`config.mk`:
```
export PLATFORM = sky130hd
export DESIGN_NAME = bcrc_top
export DESIGN_NICKNAME = d
export VERILOG_FILES = /design/src/logic/bcrc_pkg.sv /design/src/logic/bcrc_top.sv
export SDC_FILE = /design/constraint.sdc
export NUM_CORES = 1
export LEC_CHECK = 0
export BUFFER_PORTS_ARGS = -buffer_cell sky130_fd_sc_hd__buf_4
export CAP_MARGIN = 5
export CORE_MARGIN = 10
export CORE_UTILIZATION = 58
export DETAILED_ROUTE_END_ITERATION = 7
export PLACE_DENSITY = 0.9
export REMOVE_ABC_BUFFERS = 1
export SLEW_MARGIN = 20
export SYNTH_ARGS = -nofsm -noshare
export SYNTH_HDL_FRONTEND = slang
export SYNTH_SLANG_ARGS = --single-unit
```
`constraint.sdc`:
```
create_clock -name sys_clk -period 2.5 [get_ports sys_clk]
set_input_delay 0.25 -clock sys_clk [delete_from_list [all_inputs] [get_ports sys_clk]]
set_output_delay 0.25 -clock sys_clk [all_outputs]
set_load 0.01 [all_outputs]
```
`src/logic/bcrc_pkg.sv`:
```
package bcrc_pkg;

    // Register offsets on the plain software port
    localparam logic [1:0] BCRC_OFF_INPUT   = 2'h0;
    localparam logic [1:0] BCRC_OFF_SUM_LOW = 2'h1;
    localparam logic [1:0] BCRC_OFF_SUM_HIGH = 2'h2;
    localparam logic [1:0] BCRC_OFF_CONTROL = 2'h3;

    localparam int unsigned BCRC_POLYNOMIAL_SELECT_SEL_BIT = 0;

    localparam logic [7:0]  BCRC_RST_BYTE    = 8'h00;
    localparam logic [15:0] BCRC_RST_SUM     = 16'h0000;
    localparam logic        BCRC_RST_SEL     = 1'b0;

    localparam logic [15:0] BCRC_POLYNOMIAL_SELECT_CCITT  = 16'h1021;
    localparam logic [15:0] BCRC_POLYNOMIAL_SELECT_CRC16  = 16'h8005;

    localparam int unsigned BCRC_STEPS       = 8;

    // Software read or write request
    typedef struct packed {
        logic       wr;
        logic       rd;
        logic [1:0] addr;
        logic [7:0] wdata;
    } bcrc_req_t;

endpackage : bcrc_pkg

```
`src/logic/bcrc_top.sv`:
```
// The register addresses and the strobed register port were left to the implementer.
`timescale 1ns/10ps
module bcrc_top
    import bcrc_pkg::*;
(
    input  wire logic       sys_clk,   // System clock, 100 MHz
    input  wire logic       rst,       // Synchronous reset, active high
    input  wire bcrc_req_t  req,       // Strobes, address and write data
    output logic [7:0]      rdata      // Read data, cycle after read strobe
);

    logic [7:0]  in_byte_q;
    logic [15:0] sum_q;
    logic        sel_q;
    logic [7:0]  rdata_q;

    function automatic logic [15:0] bcrc_step(input logic [15:0] t,
                                               input logic [15:0] polynomial_select);
        logic [15:0] shifted;
        shifted = {t[14:0], 1'b0};
        // The bit that leaves the top decides, not the new top bit
        return t[15] ? (shifted ^ polynomial_select) : shifted;
    endfunction : bcrc_step

    function automatic logic [15:0] bcrc_fold(input logic [15:0] sum,
                                               input logic [7:0]  din,
                                               input logic        sel);
        logic [15:0] t;
        logic [15:0] polynomial_select;
        t    = sum ^ {din, 8'h00};
        polynomial_select = sel ? BCRC_POLYNOMIAL_SELECT_CRC16 : BCRC_POLYNOMIAL_SELECT_CCITT;
        for (int i = 0; i < BCRC_STEPS; i++) begin
            t = bcrc_step(t, polynomial_select);
        end
        return t;
    endfunction : bcrc_fold

    // One decode used by the input-byte write and most checks; the seed and control writes compare the address inline
    function automatic logic bcrc_hit(input logic       strobe,
                                      input logic [1:0] addr,
                                      input logic [1:0] off);
        return strobe && (addr == off);
    endfunction : bcrc_hit

    logic in_wr;
    logic wr_low;
    logic wr_high;
    logic wr_ctrl;
    logic rd_in;
    logic rd_low;
    logic rd_high;
    logic rd_ctrl;
    assign in_wr   = bcrc_hit(req.wr, req.addr, BCRC_OFF_INPUT);
    assign wr_low  = bcrc_hit(req.wr, req.addr, BCRC_OFF_SUM_LOW);
    assign wr_high = bcrc_hit(req.wr, req.addr, BCRC_OFF_SUM_HIGH);
    assign wr_ctrl = bcrc_hit(req.wr, req.addr, BCRC_OFF_CONTROL);
    assign rd_in   = bcrc_hit(req.rd, req.addr, BCRC_OFF_INPUT);
    assign rd_low  = bcrc_hit(req.rd, req.addr, BCRC_OFF_SUM_LOW);
    assign rd_high = bcrc_hit(req.rd, req.addr, BCRC_OFF_SUM_HIGH);
    assign rd_ctrl = bcrc_hit(req.rd, req.addr, BCRC_OFF_CONTROL);

    always_ff @(posedge sys_clk) begin
        if (rst) begin
            in_byte_q <= BCRC_RST_BYTE;
        end else if (in_wr) begin
            in_byte_q <= req.wdata;
        end
    end

    always_ff @(posedge sys_clk) begin
        if (rst) begin
            sum_q <= BCRC_RST_SUM;
        end else if (in_wr) begin
            sum_q <= bcrc_fold(sum_q, req.wdata, sel_q);
        end else if (req.wr && req.addr == BCRC_OFF_SUM_LOW) begin
            sum_q[7:0] <= req.wdata;
        end else if (req.wr && req.addr == BCRC_OFF_SUM_HIGH) begin
            sum_q[15:8] <= req.wdata;
        end
    end

    always_ff @(posedge sys_clk) begin
        if (rst) begin
            sel_q <= BCRC_RST_SEL;
        end else if (req.wr && req.addr == BCRC_OFF_CONTROL) begin
            sel_q <= req.wdata[BCRC_POLYNOMIAL_SELECT_SEL_BIT];
        end
    end

    // Read data holds only in the cycle after the strobe; zero otherwise
    always_ff @(posedge sys_clk) begin
        if (rst || !req.rd) begin
            rdata_q <= 8'h00;
        end else begin
            case (req.addr)
                BCRC_OFF_INPUT:    rdata_q <= in_byte_q;
                BCRC_OFF_SUM_LOW:  rdata_q <= sum_q[7:0];
                BCRC_OFF_SUM_HIGH: rdata_q <= sum_q[15:8];
                BCRC_OFF_CONTROL:  rdata_q <= {7'h00, sel_q};
                default:           rdata_q <= 8'h00;
            endcase
        end
    end

    assign rdata = rdata_q;

    fold_update_a: assert property (@(posedge sys_clk) disable iff (rst)
        in_wr |=> sum_q == bcrc_fold($past(sum_q), $past(req.wdata), $past(sel_q)))
        else $error("checksum not folded after input write");

    ccitt_one_a: assert property (@(posedge sys_clk) disable iff (rst)
        (in_wr && sum_q == 16'h0000 && req.wdata == 8'h01 && !sel_q)
            |=> sum_q == 16'h1021)
        else $error("ccitt constant wrong");

    crc16_one_a: assert property (@(posedge sys_clk) disable iff (rst)
        (in_wr && sum_q == 16'h0000 && req.wdata == 8'h02 && sel_q)
            |=> sum_q == 16'h800F)
        else $error("crc16 feedback wrong");

    seed_load_a: assert property (@(posedge sys_clk) disable iff (rst)
        (req.wr && req.addr == BCRC_OFF_SUM_LOW)
            |=> sum_q == {$past(sum_q[15:8]), $past(req.wdata)})
        else $error("low seed write not direct");

    control_read_a: assert property (@(posedge sys_clk) disable iff (rst)
        (req.rd && req.addr == BCRC_OFF_CONTROL) |=> rdata[7:1] == 7'h00)
        else $error("control upper bits not zero");

    hold_sum_a: assert property (@(posedge sys_clk) disable iff (rst)
        !req.wr |=> $stable(sum_q))
        else $error("checksum changed without write");

    // Single bytes folded into a cleared checksum, CCITT
    ccitt_byte_00_a: assert property (@(posedge sys_clk) disable iff (rst)
        (in_wr && sum_q == 16'h0000 && req.wdata == 8'h00 && !sel_q)
            |=> sum_q == 16'h0000)
        else $error("ccitt entry 00 wrong");

    ccitt_byte_02_a: assert property (@(posedge sys_clk) disable iff (rst)
        (in_wr && sum_q == 16'h0000 && req.wdata == 8'h02 && !sel_q)
            |=> sum_q == 16'h2042)
        else $error("ccitt entry 02 wrong");

    ccitt_byte_03_a: assert property (@(posedge sys_clk) disable iff (rst)
        (in_wr && sum_q == 16'h0000 && req.wdata == 8'h03 && !sel_q)
            |=> sum_q == 16'h3063)
        else $error("ccitt entry 03 wrong");

    ccitt_byte_04_a: assert property (@(posedge sys_clk) disable iff (rst)
        (in_wr && sum_q == 16'h0000 && req.wdata == 8'h04 && !sel_q)
            |=> sum_q == 16'h4084)
        else $error("ccitt entry 04 wrong");

    ccitt_byte_05_a: assert property (@(posedge sys_clk) disable iff (rst)
        (in_wr && sum_q == 16'h0000 && req.wdata == 8'h05 && !sel_q)
            |=> sum_q == 16'h50A5)
        else $error("ccitt entry 05 wrong");

    ccitt_byte_06_a: assert property (@(posedge sys_clk) disable iff (rst)
        (in_wr && sum_q == 16'h0000 && req.wdata == 8'h06 && !sel_q)
            |=> sum_q == 16'h60C6)
        else $error("ccitt entry 06 wrong");

    ccitt_byte_07_a: assert property (@(posedge sys_clk) disable iff (rst)
        (in_wr && sum_q == 16'h0000 && req.wdata == 8'h07 && !sel_q)
            |=> sum_q == 16'h70E7)
        else $error("ccitt entry 07 wrong");

    // Single bytes folded into a cleared checksum, CRC-16
    crc16_byte_00_a: assert property (@(posedge sys_clk) disable iff (rst)
        (in_wr && sum_q == 16'h0000 && req.wdata == 8'h00 && sel_q)
            |=> sum_q == 16'h0000)
        else $error("crc16 entry 00 wrong");

    crc16_byte_01_a: assert property (@(posedge sys_clk) disable iff (rst)
        (in_wr && sum_q == 16'h0000 && req.wdata == 8'h01 && sel_q)
            |=> sum_q == 16'h8005)
        else $error("crc16 entry 01 wrong");

    crc16_byte_03_a: assert property (@(posedge sys_clk) disable iff (rst)
        (in_wr && sum_q == 16'h0000 && req.wdata == 8'h03 && sel_q)
            |=> sum_q == 16'h000A)
        else $error("crc16 entry 03 wrong");

    crc16_byte_04_a: assert property (@(posedge sys_clk) disable iff (rst)
        (in_wr && sum_q == 16'h0000 && req.wdata == 8'h04 && sel_q)
            |=> sum_q == 16'h801B)
        else $error("crc16 entry 04 wrong");

    crc16_byte_05_a: assert property (@(posedge sys_clk) disable iff (rst)
        (in_wr && sum_q == 16'h0000 && req.wdata == 8'h05 && sel_q)
            |=> sum_q == 16'h001E)
        else $error("crc16 entry 05 wrong");

    crc16_byte_06_a: assert property (@(posedge sys_clk) disable iff (rst)
        (in_wr && sum_q == 16'h0000 && req.wdata == 8'h06 && sel_q)
            |=> sum_q == 16'h0014)
        else $error("crc16 entry 06 wrong");

    crc16_byte_07_a: assert property (@(posedge sys_clk) disable iff (rst)
        (in_wr && sum_q == 16'h0000 && req.wdata == 8'h07 && sel_q)
            |=> sum_q == 16'h8011)
        else $error("crc16 entry 07 wrong");

    // A four-byte stream, each step starting from the previous result
    ccitt_seq_1_a: assert property (@(posedge sys_clk) disable iff (rst)
        (in_wr && sum_q == 16'h0000 && req.wdata == 8'h78 && !sel_q)
            |=> sum_q == 16'hFF9F)
        else $error("ccitt stream step 1 wrong");

    ccitt_seq_2_a: assert property (@(posedge sys_clk) disable iff (rst)
        (in_wr && sum_q == 16'hFF9F && req.wdata == 8'h56 && !sel_q)
            |=> sum_q == 16'hBBC3)
        else $error("ccitt stream step 2 wrong");

    ccitt_seq_3_a: assert property (@(posedge sys_clk) disable iff (rst)
        (in_wr && sum_q == 16'hBBC3 && req.wdata == 8'h34 && !sel_q)
            |=> sum_q == 16'hA367)
        else $error("ccitt stream step 3 wrong");

    ccitt_seq_4_a: assert property (@(posedge sys_clk) disable iff (rst)
        (in_wr && sum_q == 16'hA367 && req.wdata == 8'h12 && !sel_q)
            |=> sum_q == 16'hD0FA)
        else $error("ccitt stream step 4 wrong");

    crc16_seq_1_a: assert property (@(posedge sys_clk) disable iff (rst)
        (in_wr && sum_q == 16'h0000 && req.wdata == 8'h78 && sel_q)
            |=> sum_q == 16'h0110)
        else $error("crc16 stream step 1 wrong");

    crc16_seq_2_a: assert property (@(posedge sys_clk) disable iff (rst)
        (in_wr && sum_q == 16'h0110 && req.wdata == 8'h56 && sel_q)
            |=> sum_q == 16'h91F1)
        else $error("crc16 stream step 2 wrong");

    crc16_seq_3_a: assert property (@(posedge sys_clk) disable iff (rst)
        (in_wr && sum_q == 16'h91F1 && req.wdata == 8'h34 && sel_q)
            |=> sum_q == 16'hF2DE)
        else $error("crc16 stream step 3 wrong");

    crc16_seq_4_a: assert property (@(posedge sys_clk) disable iff (rst)
        (in_wr && sum_q == 16'hF2DE && req.wdata == 8'h12 && sel_q)
            |=> sum_q == 16'h5C43)
        else $error("crc16 stream step 4 wrong");

    // Register file behaviour around the checksum
    seed_high_a: assert property (@(posedge sys_clk) disable iff (rst)
        wr_high
            |=> sum_q == {$past(req.wdata), $past(sum_q[7:0])})
        else $error("high seed write not direct");

    seed_no_input_a: assert property (@(posedge sys_clk) disable iff (rst)
        (wr_low || wr_high)
            |=> $stable(in_byte_q))
        else $error("seed write disturbed input byte");

    input_capture_a: assert property (@(posedge sys_clk) disable iff (rst)
        in_wr
            |=> in_byte_q == $past(req.wdata))
        else $error("input byte not captured");

    input_hold_a: assert property (@(posedge sys_clk) disable iff (rst)
        !in_wr
            |=> $stable(in_byte_q))
        else $error("input byte changed without write");

    select_write_a: assert property (@(posedge sys_clk) disable iff (rst)
        wr_ctrl
            |=> sel_q == $past(req.wdata[BCRC_POLYNOMIAL_SELECT_SEL_BIT]))
        else $error("select bit not written");

    select_hold_a: assert property (@(posedge sys_clk) disable iff (rst)
        !wr_ctrl
            |=> $stable(sel_q))
        else $error("select bit changed without write");

    ctrl_no_fold_a: assert property (@(posedge sys_clk) disable iff (rst)
        wr_ctrl
            |=> $stable(sum_q))
        else $error("control write changed checksum");

    ctrl_keep_input_a: assert property (@(posedge sys_clk) disable iff (rst)
        wr_ctrl
            |=> $stable(in_byte_q))
        else $error("control write changed input byte");

    read_no_fold_a: assert property (@(posedge sys_clk) disable iff (rst)
        req.rd
            |=> $stable(sum_q))
        else $error("read changed checksum");

    read_keeps_sel_a: assert property (@(posedge sys_clk) disable iff (rst)
        req.rd
            |=> $stable(sel_q))
        else $error("read changed select bit");

    read_low_a: assert property (@(posedge sys_clk) disable iff (rst)
        rd_low
            |=> rdata == $past(sum_q[7:0]))
        else $error("checksum low byte read wrong");

    read_high_a: assert property (@(posedge sys_clk) disable iff (rst)
        rd_high
            |=> rdata == $past(sum_q[15:8]))
        else $error("checksum high byte read wrong");

    read_input_a: assert property (@(posedge sys_clk) disable iff (rst)
        rd_in
            |=> rdata == $past(in_byte_q))
        else $error("input byte read wrong");

    read_control_a: assert property (@(posedge sys_clk) disable iff (rst)
        rd_ctrl
            |=> rdata == {7'h00, $past(sel_q)})
        else $error("control read wrong");

    read_idle_a: assert property (@(posedge sys_clk) disable iff (rst)
        !req.rd
            |=> rdata == 8'h00)
        else $error("read data not zero when idle");

    reset_clear_a: assert property (@(posedge sys_clk) disable iff (rst)
        $past(rst)
            |-> (sum_q == BCRC_RST_SUM && sel_q == BCRC_RST_SEL && in_byte_q == BCRC_RST_BYTE))
        else $error("registers not cleared by reset");

endmodule : bcrc_top

```
==> results.cfg, run 1 <==
[route]
drt.antenna.violating_nets = 0
top_layer = met4
route.detailed.drc = 0
wl_met1_um = 2000
initialDrtViolationCount = 191
via_density_per_instance = 5.62
met3_length_um = 470
drt_pre_antenna_iters = 4
met2_wirelength_um = 2230
vias = 1738
avgRoutedWirePerCell_um = 15.5
drt-total-wl_um = 4780

[layout]
fin_area_sq_um = 2280
area.growth.synth_to_final_pct = 11.6
n_antenna_cell = 0
final_core_util_pct = 67.8
footprint_of_the_multi_input_gates_sq_um = 1320
fin_nets = 276
drive_above_1_share_pct = 16.7
fillerInstances = 298
ff_latch_area_sq_um = 661

[yosys]
post-synth-top-area-cell = dfxtp_1
synth_mux_area_share_pct = 7.04
dominantRegCellSynth = dfxtp_1
sequential_cell_area_fraction_in_the_yosys_report_pct = 32.3
synth_area_per_cell_sq_um = 8.31
synthTopCellsByArea = dfxtp_1, nand2_1, a21oi_1
synth-edff-count = 0
synth_cell_types = 41
synthMostInstantiatedCell = nand2_1
ys_seq_elements = 33
synth_area_in_adders_pct = 0
postSynth.asyncResetShare_pct = 0
top_post_synthesis_cells_by_count = nand2_1, dfxtp_1, nor2_1
synth_simple_gate_area_share_pct = 20.6
synth_top_family_by_area = simple AND/OR/NAND/NOR gates
top_cell_type_s_share_of_synthesized_area_pct = 32.3
netlist_instances = 246
syn_area_sq_um = 2040
synth_compound_area_share_pct = 17.7
yosysWarnings = 0
post_synth_xor_area_fraction_pct = 19.0

[cts]
worst_skew_pair.late_latency_ns = 0.34
cts_max_level = 2
post_cts_resize_count = 0
cts_num_sinks = 33
clk_pin_slew_worst_paths_ns = 0.10
cts_inserted_buffers = 5
postCtsSetupBuffers = 0
tritoncts = done
cts_hold_buffers = 0
ctsRootBufferMaster = clkbuf_4
buffer_levels_on_the_longest_clock_path = 2

[power_and_ir_drop]
vdd_ir_drop_max_mv = 0.284
power.density_cell_area_nw_per_um2 = 569
cellLeakagePower_uw = 0.000918

[global_routing]
antenna_found_initial = 0
grt_pass1_wl_um = 8050
grt_start_max_net_pins = 30
gr-total-overflow = 0
groute.usage.overall_pct = 16.0
grt_pass1_vias = 1667

[timing]
slew_headroom_pct = 54.8
finClkSkew_ns = 0.00631
max_freq_mhz = 513
period_needed_ns = 1.95
rsz0062_at_grt = no
setup_viols_final = 0
final.period_utilization_pct = 78.0
timing_hold_violations_final = 0
drv_slew = 0
final.setup.tns_ns = 0
worst_slew_pin_slew_ns = 0.677

[worst_setup_path]
crit_path_start_kind = flip-flop
worstPathArrival_ns = 2.18
critPathCaptureType = flip-flop
worstPathMaxFanout = 4
reg2regPathDepth = 6
cp.required_ns = 2.73
ws_path_type = flip-flop to flip-flop

[floorplanning]
boundaryPins = 22
die_area_sq_um = 6300
die_w_um = 79.4
fp.coreArea_sq_um = 3360
placementRows = 21
fp.dieH_um = 79.4
start_util_pct = 60.8

[min_path]
hp-class = input pin to flip-flop
worstHoldPathCells = 2

[placed_design]
gp_congestion = 0.911
detailed_place_hpwl_um = 3350
dpl_cell_area_sq_um = 2230
numPortBuffers = 21

[run]
maxCapViolations = 0

[run_status]
run_status = finished, final reports clean
[worst max-delay path, cell delays in order, from the launching register on]
cell      delay [ns]
dfxtp_1         0.34
xnor2_1         0.46
xnor2_1         0.24
xor3_2          0.35
xor2_1          0.22
a21o_1          0.16
o211ai_2        0.08
[state kept, by name, indices dropped and copies added, names as in the netlist]
name,flops
rdata,8
sel_q,1
sum_q,16
in_byte_q,8
[metal layers]
| layer | vias to the layer above | track usage [%] |
|---|---|---|
| met5 | - | 0 |
| met4 | 0 | 6.09 |
| met3 | 8 | 4.73 |
| met2 | 65 | 24.1 |
| met1 | 797 | 21.0 |
| li1 | 868 | - |
[kinds of logic (layout without fill, tap and decap cells)]
kind of cell,count (synthesis),in the layout
AND/OR/NAND/NOR,94,94
AO/OA/AOI/OAI,56,56
flip-flops,33,33
XOR/XNOR,32,32
buffers and inverters,18,35
multiplexers,13,13
[metrics by stage]
| step | std cells | power (uW) | setup WS, ns | hold WS, ns |
|---|---|---|---|---|
| floorplan | 229 | 903 | 0.688 | 0.315 |
| global placement | 301 | 1000 | 0.603 | 0.445 |
| detailed placement | 301 | 1020 | 0.534 | 0.446 |
| CTS | 309 | 1300 | 0.562 | 0.141 |
| global route | 309 | 1380 | 0.440 | 0.146 |
| finish | 309 | 1300 | 0.550 | 0.149 |
[cell type report]
cell class	instances	share of cell area (%)
clock buffers	8	2.14
well taps	46	2.52
inverters	1	0.165
repair buffers	26	8.56
flip-flops and latches	33	29.0
multi-input cells	195	57.7
[worst paths after layout]
kind / startpoint / endpoint / slack [ns]
max: sum_q[10] / sum_q[0] / 0.55
min: req[10] / rdata[0] / 0.15
max reg2reg: sum_q[10] / sum_q[0] / 0.55
min reg2reg: in_byte_q[1] / in_byte_q[1] / 0.46
[power by group]
part	internal, uW	switching, uW
Sequential	553	28.1
Clock	112	175
Combinational	209	221
Total	874	424
[cells in the final DEF, fill, tap and decap left out, types with 7 or more instances in the layout]
cell,count
buf_4,26
xnor2_1,12
nor2_1,31
mux2i_1,11
nand2_1,38
dfxtp_1,33
a21oi_1,26
xor2_1,11
nand2b_1,7
(Power assumes the default switching activity.)
==> run 2: changes to the inputs <==
--- a/config.mk
+++ b/config.mk
@@ -8,9 +8,9 @@
 export BUFFER_PORTS_ARGS = -buffer_cell sky130_fd_sc_hd__buf_4
 export CAP_MARGIN = 5
 export CORE_MARGIN = 10
-export CORE_UTILIZATION = 58
+export CORE_UTILIZATION = 53
 export DETAILED_ROUTE_END_ITERATION = 7
-export PLACE_DENSITY = 0.9
+export PLACE_DENSITY = 0.87
 export REMOVE_ABC_BUFFERS = 1
 export SLEW_MARGIN = 20
 export SYNTH_ARGS = -nofsm -noshare
==> constraint.sdc (replaced) <==
create_clock -name sys_clk -period 1.56 [get_ports sys_clk]
set_input_delay 0.156 -clock sys_clk [delete_from_list [all_inputs] [get_ports sys_clk]]
set_output_delay 0.156 -clock sys_clk [all_outputs]
set_load 0.01 [all_outputs]
==> run 2 against run 1 <==
  * The flow now finishes with violations (setup timing)
  * Critical path depth up 2
  * Hold slack worse by 0.043 ns
  * First-iteration DRC count down 13%
  * Sequential share of layout area down 5.3 points
  * Maximum frequency up 8.4%
  * Via count up 17%
  * Power up 110%
  * Setup slack worse by 0.79 ns
  * Clock skew down 0.0028 ns
  * Final cell count up 15%
  * Critical path type unchanged
  * Critical endpoint is now sum_q[7]
  * Largest power group is now combinational logic
==> results.cfg, run 2 (same netlist as run 1, synthesis figures left out) <==
[route]
via_density_per_instance = 5.72
route.detailed.drc = 0
vias = 2036
avgRoutedWirePerCell_um = 18.0
drt.antenna.violating_nets = 0
drt_pre_antenna_iters = 4
drt-total-wl_um = 6390
initialDrtViolationCount = 167

[worst_setup_path]
critPathBufInv = 2
cp.required_ns = 1.77
worstPathMaxFanout = 3
ws_path_type = flip-flop to flip-flop
reg2reg_from = sum_q[15]
crit_path_top_delay_cell = dfxtp_4
critical_path.cell_chain = xnor2_4 -> buf_6 -> buf_6 -> xor2_1 -> o21ai_1 -> xor2_1 -> mux2i_1 -> a211oi_1
critPathCaptureType = flip-flop
crit_path_start_kind = flip-flop
critical_path.max_stage_delay_ns = 0.37
family_with_the_most_delay_on_the_worst_path = XOR/XNOR gates
worstPathArrival_ns = 2.01
critical_path.startpoint = sum_q[15]

[layout]
n_antenna_cell = 0
fillerInstances = 253
largest_register_ffs = 16
register_with_the_most_flip_flops = sum_q
drive_above_1_share_pct = 36.7
layout_commonest_cell = buf_4
final_cells = 356
footprint_of_the_multi_input_gates_sq_um = 1450
area.growth.synth_to_final_pct = 39.3
ff_latch_area_sq_um = 674
fin_nets = 321
mostFrequentLayoutCells = buf_4, nand2_1, nor2_1

[cts]
clk_pin_slew_worst_paths_ns = 0.07
cts_inserted_buffers = 5
buffer_levels_on_the_longest_clock_path = 2
worst_skew_pair.late_latency_ns = 0.29
cts_hold_buffers = 0
tritoncts = done
cts_max_level = 2
cts_num_sinks = 33
ctsRootBufferMaster = clkbuf_8

[timing]
finClkSkew_ns = 0.00347
timing_hold_violations_final = 0
final.period_utilization_pct = 115
worst_slew_pin_slew_ns = 0.368
setup_ws_ns = -0.239
slew_headroom_pct = 75.4
rsz0062_at_grt = yes
setup_viols_final = 8
final.setup.tns_ns = -1.42
drv_slew = 0
max_freq_mhz = 556
period_needed_ns = 1.80

[floorplanning]
fp.coreArea_sq_um = 3690
start_util_pct = 55.4
boundaryPins = 22
placementRows = 22
die_w_um = 82.1
fp.dieH_um = 82.1
die_area_sq_um = 6740

[run]
maxCapViolations = 0

[power_and_ir_drop]
power.density_cell_area_nw_per_um2 = 942
vdd_ir_drop_max_mv = 0.587
cellLeakagePower_uw = 0.00122

[placed_design]
place.detailed.instances = 342
numPortBuffers = 21
gp_congestion = 0.928
detailed_place_hpwl_um = 4150

[global_routing]
groute.usage.overall_pct = 18.6
antenna_found_initial = 0
grt_pass1_wl_um = 9660
grt_pass1_vias = 2028
gr-total-overflow = 0
grt_start_max_net_pins = 28

[min_path]
hp-class = input pin to flip-flop
worstHoldStart = req[10]

[run_status]
run_status = finished with violations
violated_checks = setup timing
==> run 2: power breakdown <==
| group | leakage, uW | switching, uW | internal, uW | total, uW |
|---|---|---|---|---|
| Clock | 0.0000542 | 320 | 399 | 719 |
| Sequential | 0.000273 | 47.4 | 888 | 935 |
| Combinational | 0.000897 | 482 | 543 | 1030 |
==> run 2: worst reg2reg max path, cell delays in order (launching register included) <==
cell and delay [ns]:
dfxtp_4 0.37, xnor2_4 0.14, buf_6 0.14, buf_6 0.12, xor2_1 0.14, o21ai_1 0.22
xor2_1 0.28, mux2i_1 0.12, a211oi_1 0.20
==> run 2: path summary, 6_finish.rpt <==
kind | depth (start not counted) | slack (ns) | endpoint
worst min register to register | 2 | 0.46 | in_byte_q[0]
worst min-delay path | 2 | 0.11 | rdata[0]
worst max-delay path | 8 | -0.24 | sum_q[7]
worst max register to register | 8 | -0.24 | sum_q[7]
==> run 2: final cells by class <==
type	instances	share of cell area [%]
tap	48	2.11
timing repair buffer	71	19.4
sequential	33	23.7
clock inverter	1	0.176
inverter	1	0.132
multi-input combinational	195	51.1
clock buffer	7	3.39
==> run 2: per-stage QoR <==
step,util (%),setup slack [ns],hold slack [ns],total power [uW],instance area [sq um]
2_1_floorplan,-,-0.252,0.221,1450,1980
3_3_place_gp,68.5,-0.153,0.403,1770,2530
3_5_place_dp,68.5,-0.214,0.405,1800,2530
4_1_cts,73.8,-0.182,0.104,2560,2720
5_1_grt,77.1,-0.295,0.110,2800,2850
6_report,77.1,-0.239,0.105,2680,2850
==> run 2: layer usage <==
layer | wire length [um] | share of wire (%) | vias to the layer above | global-route usage (%)
met1 | 2390 | 37 | 963 | 20.7
li1 | - | - | 957 | -
met3 | 609 | 9.5 | 19 | 4.86
met2 | 3210 | 50 | 97 | 32.6
met5 | 0 | 0 | - | 0
met4 | 183 | 2.9 | 0 | 8.16
==> run 2: what timing repair did <==
action | CTS | global route
gates cloned | 0 | 0
endpoints found under the setup margin | 10 | 13
pin swaps | 15 | 19
buffers inserted | 3 | 3
gates resized for setup | 16 | 24
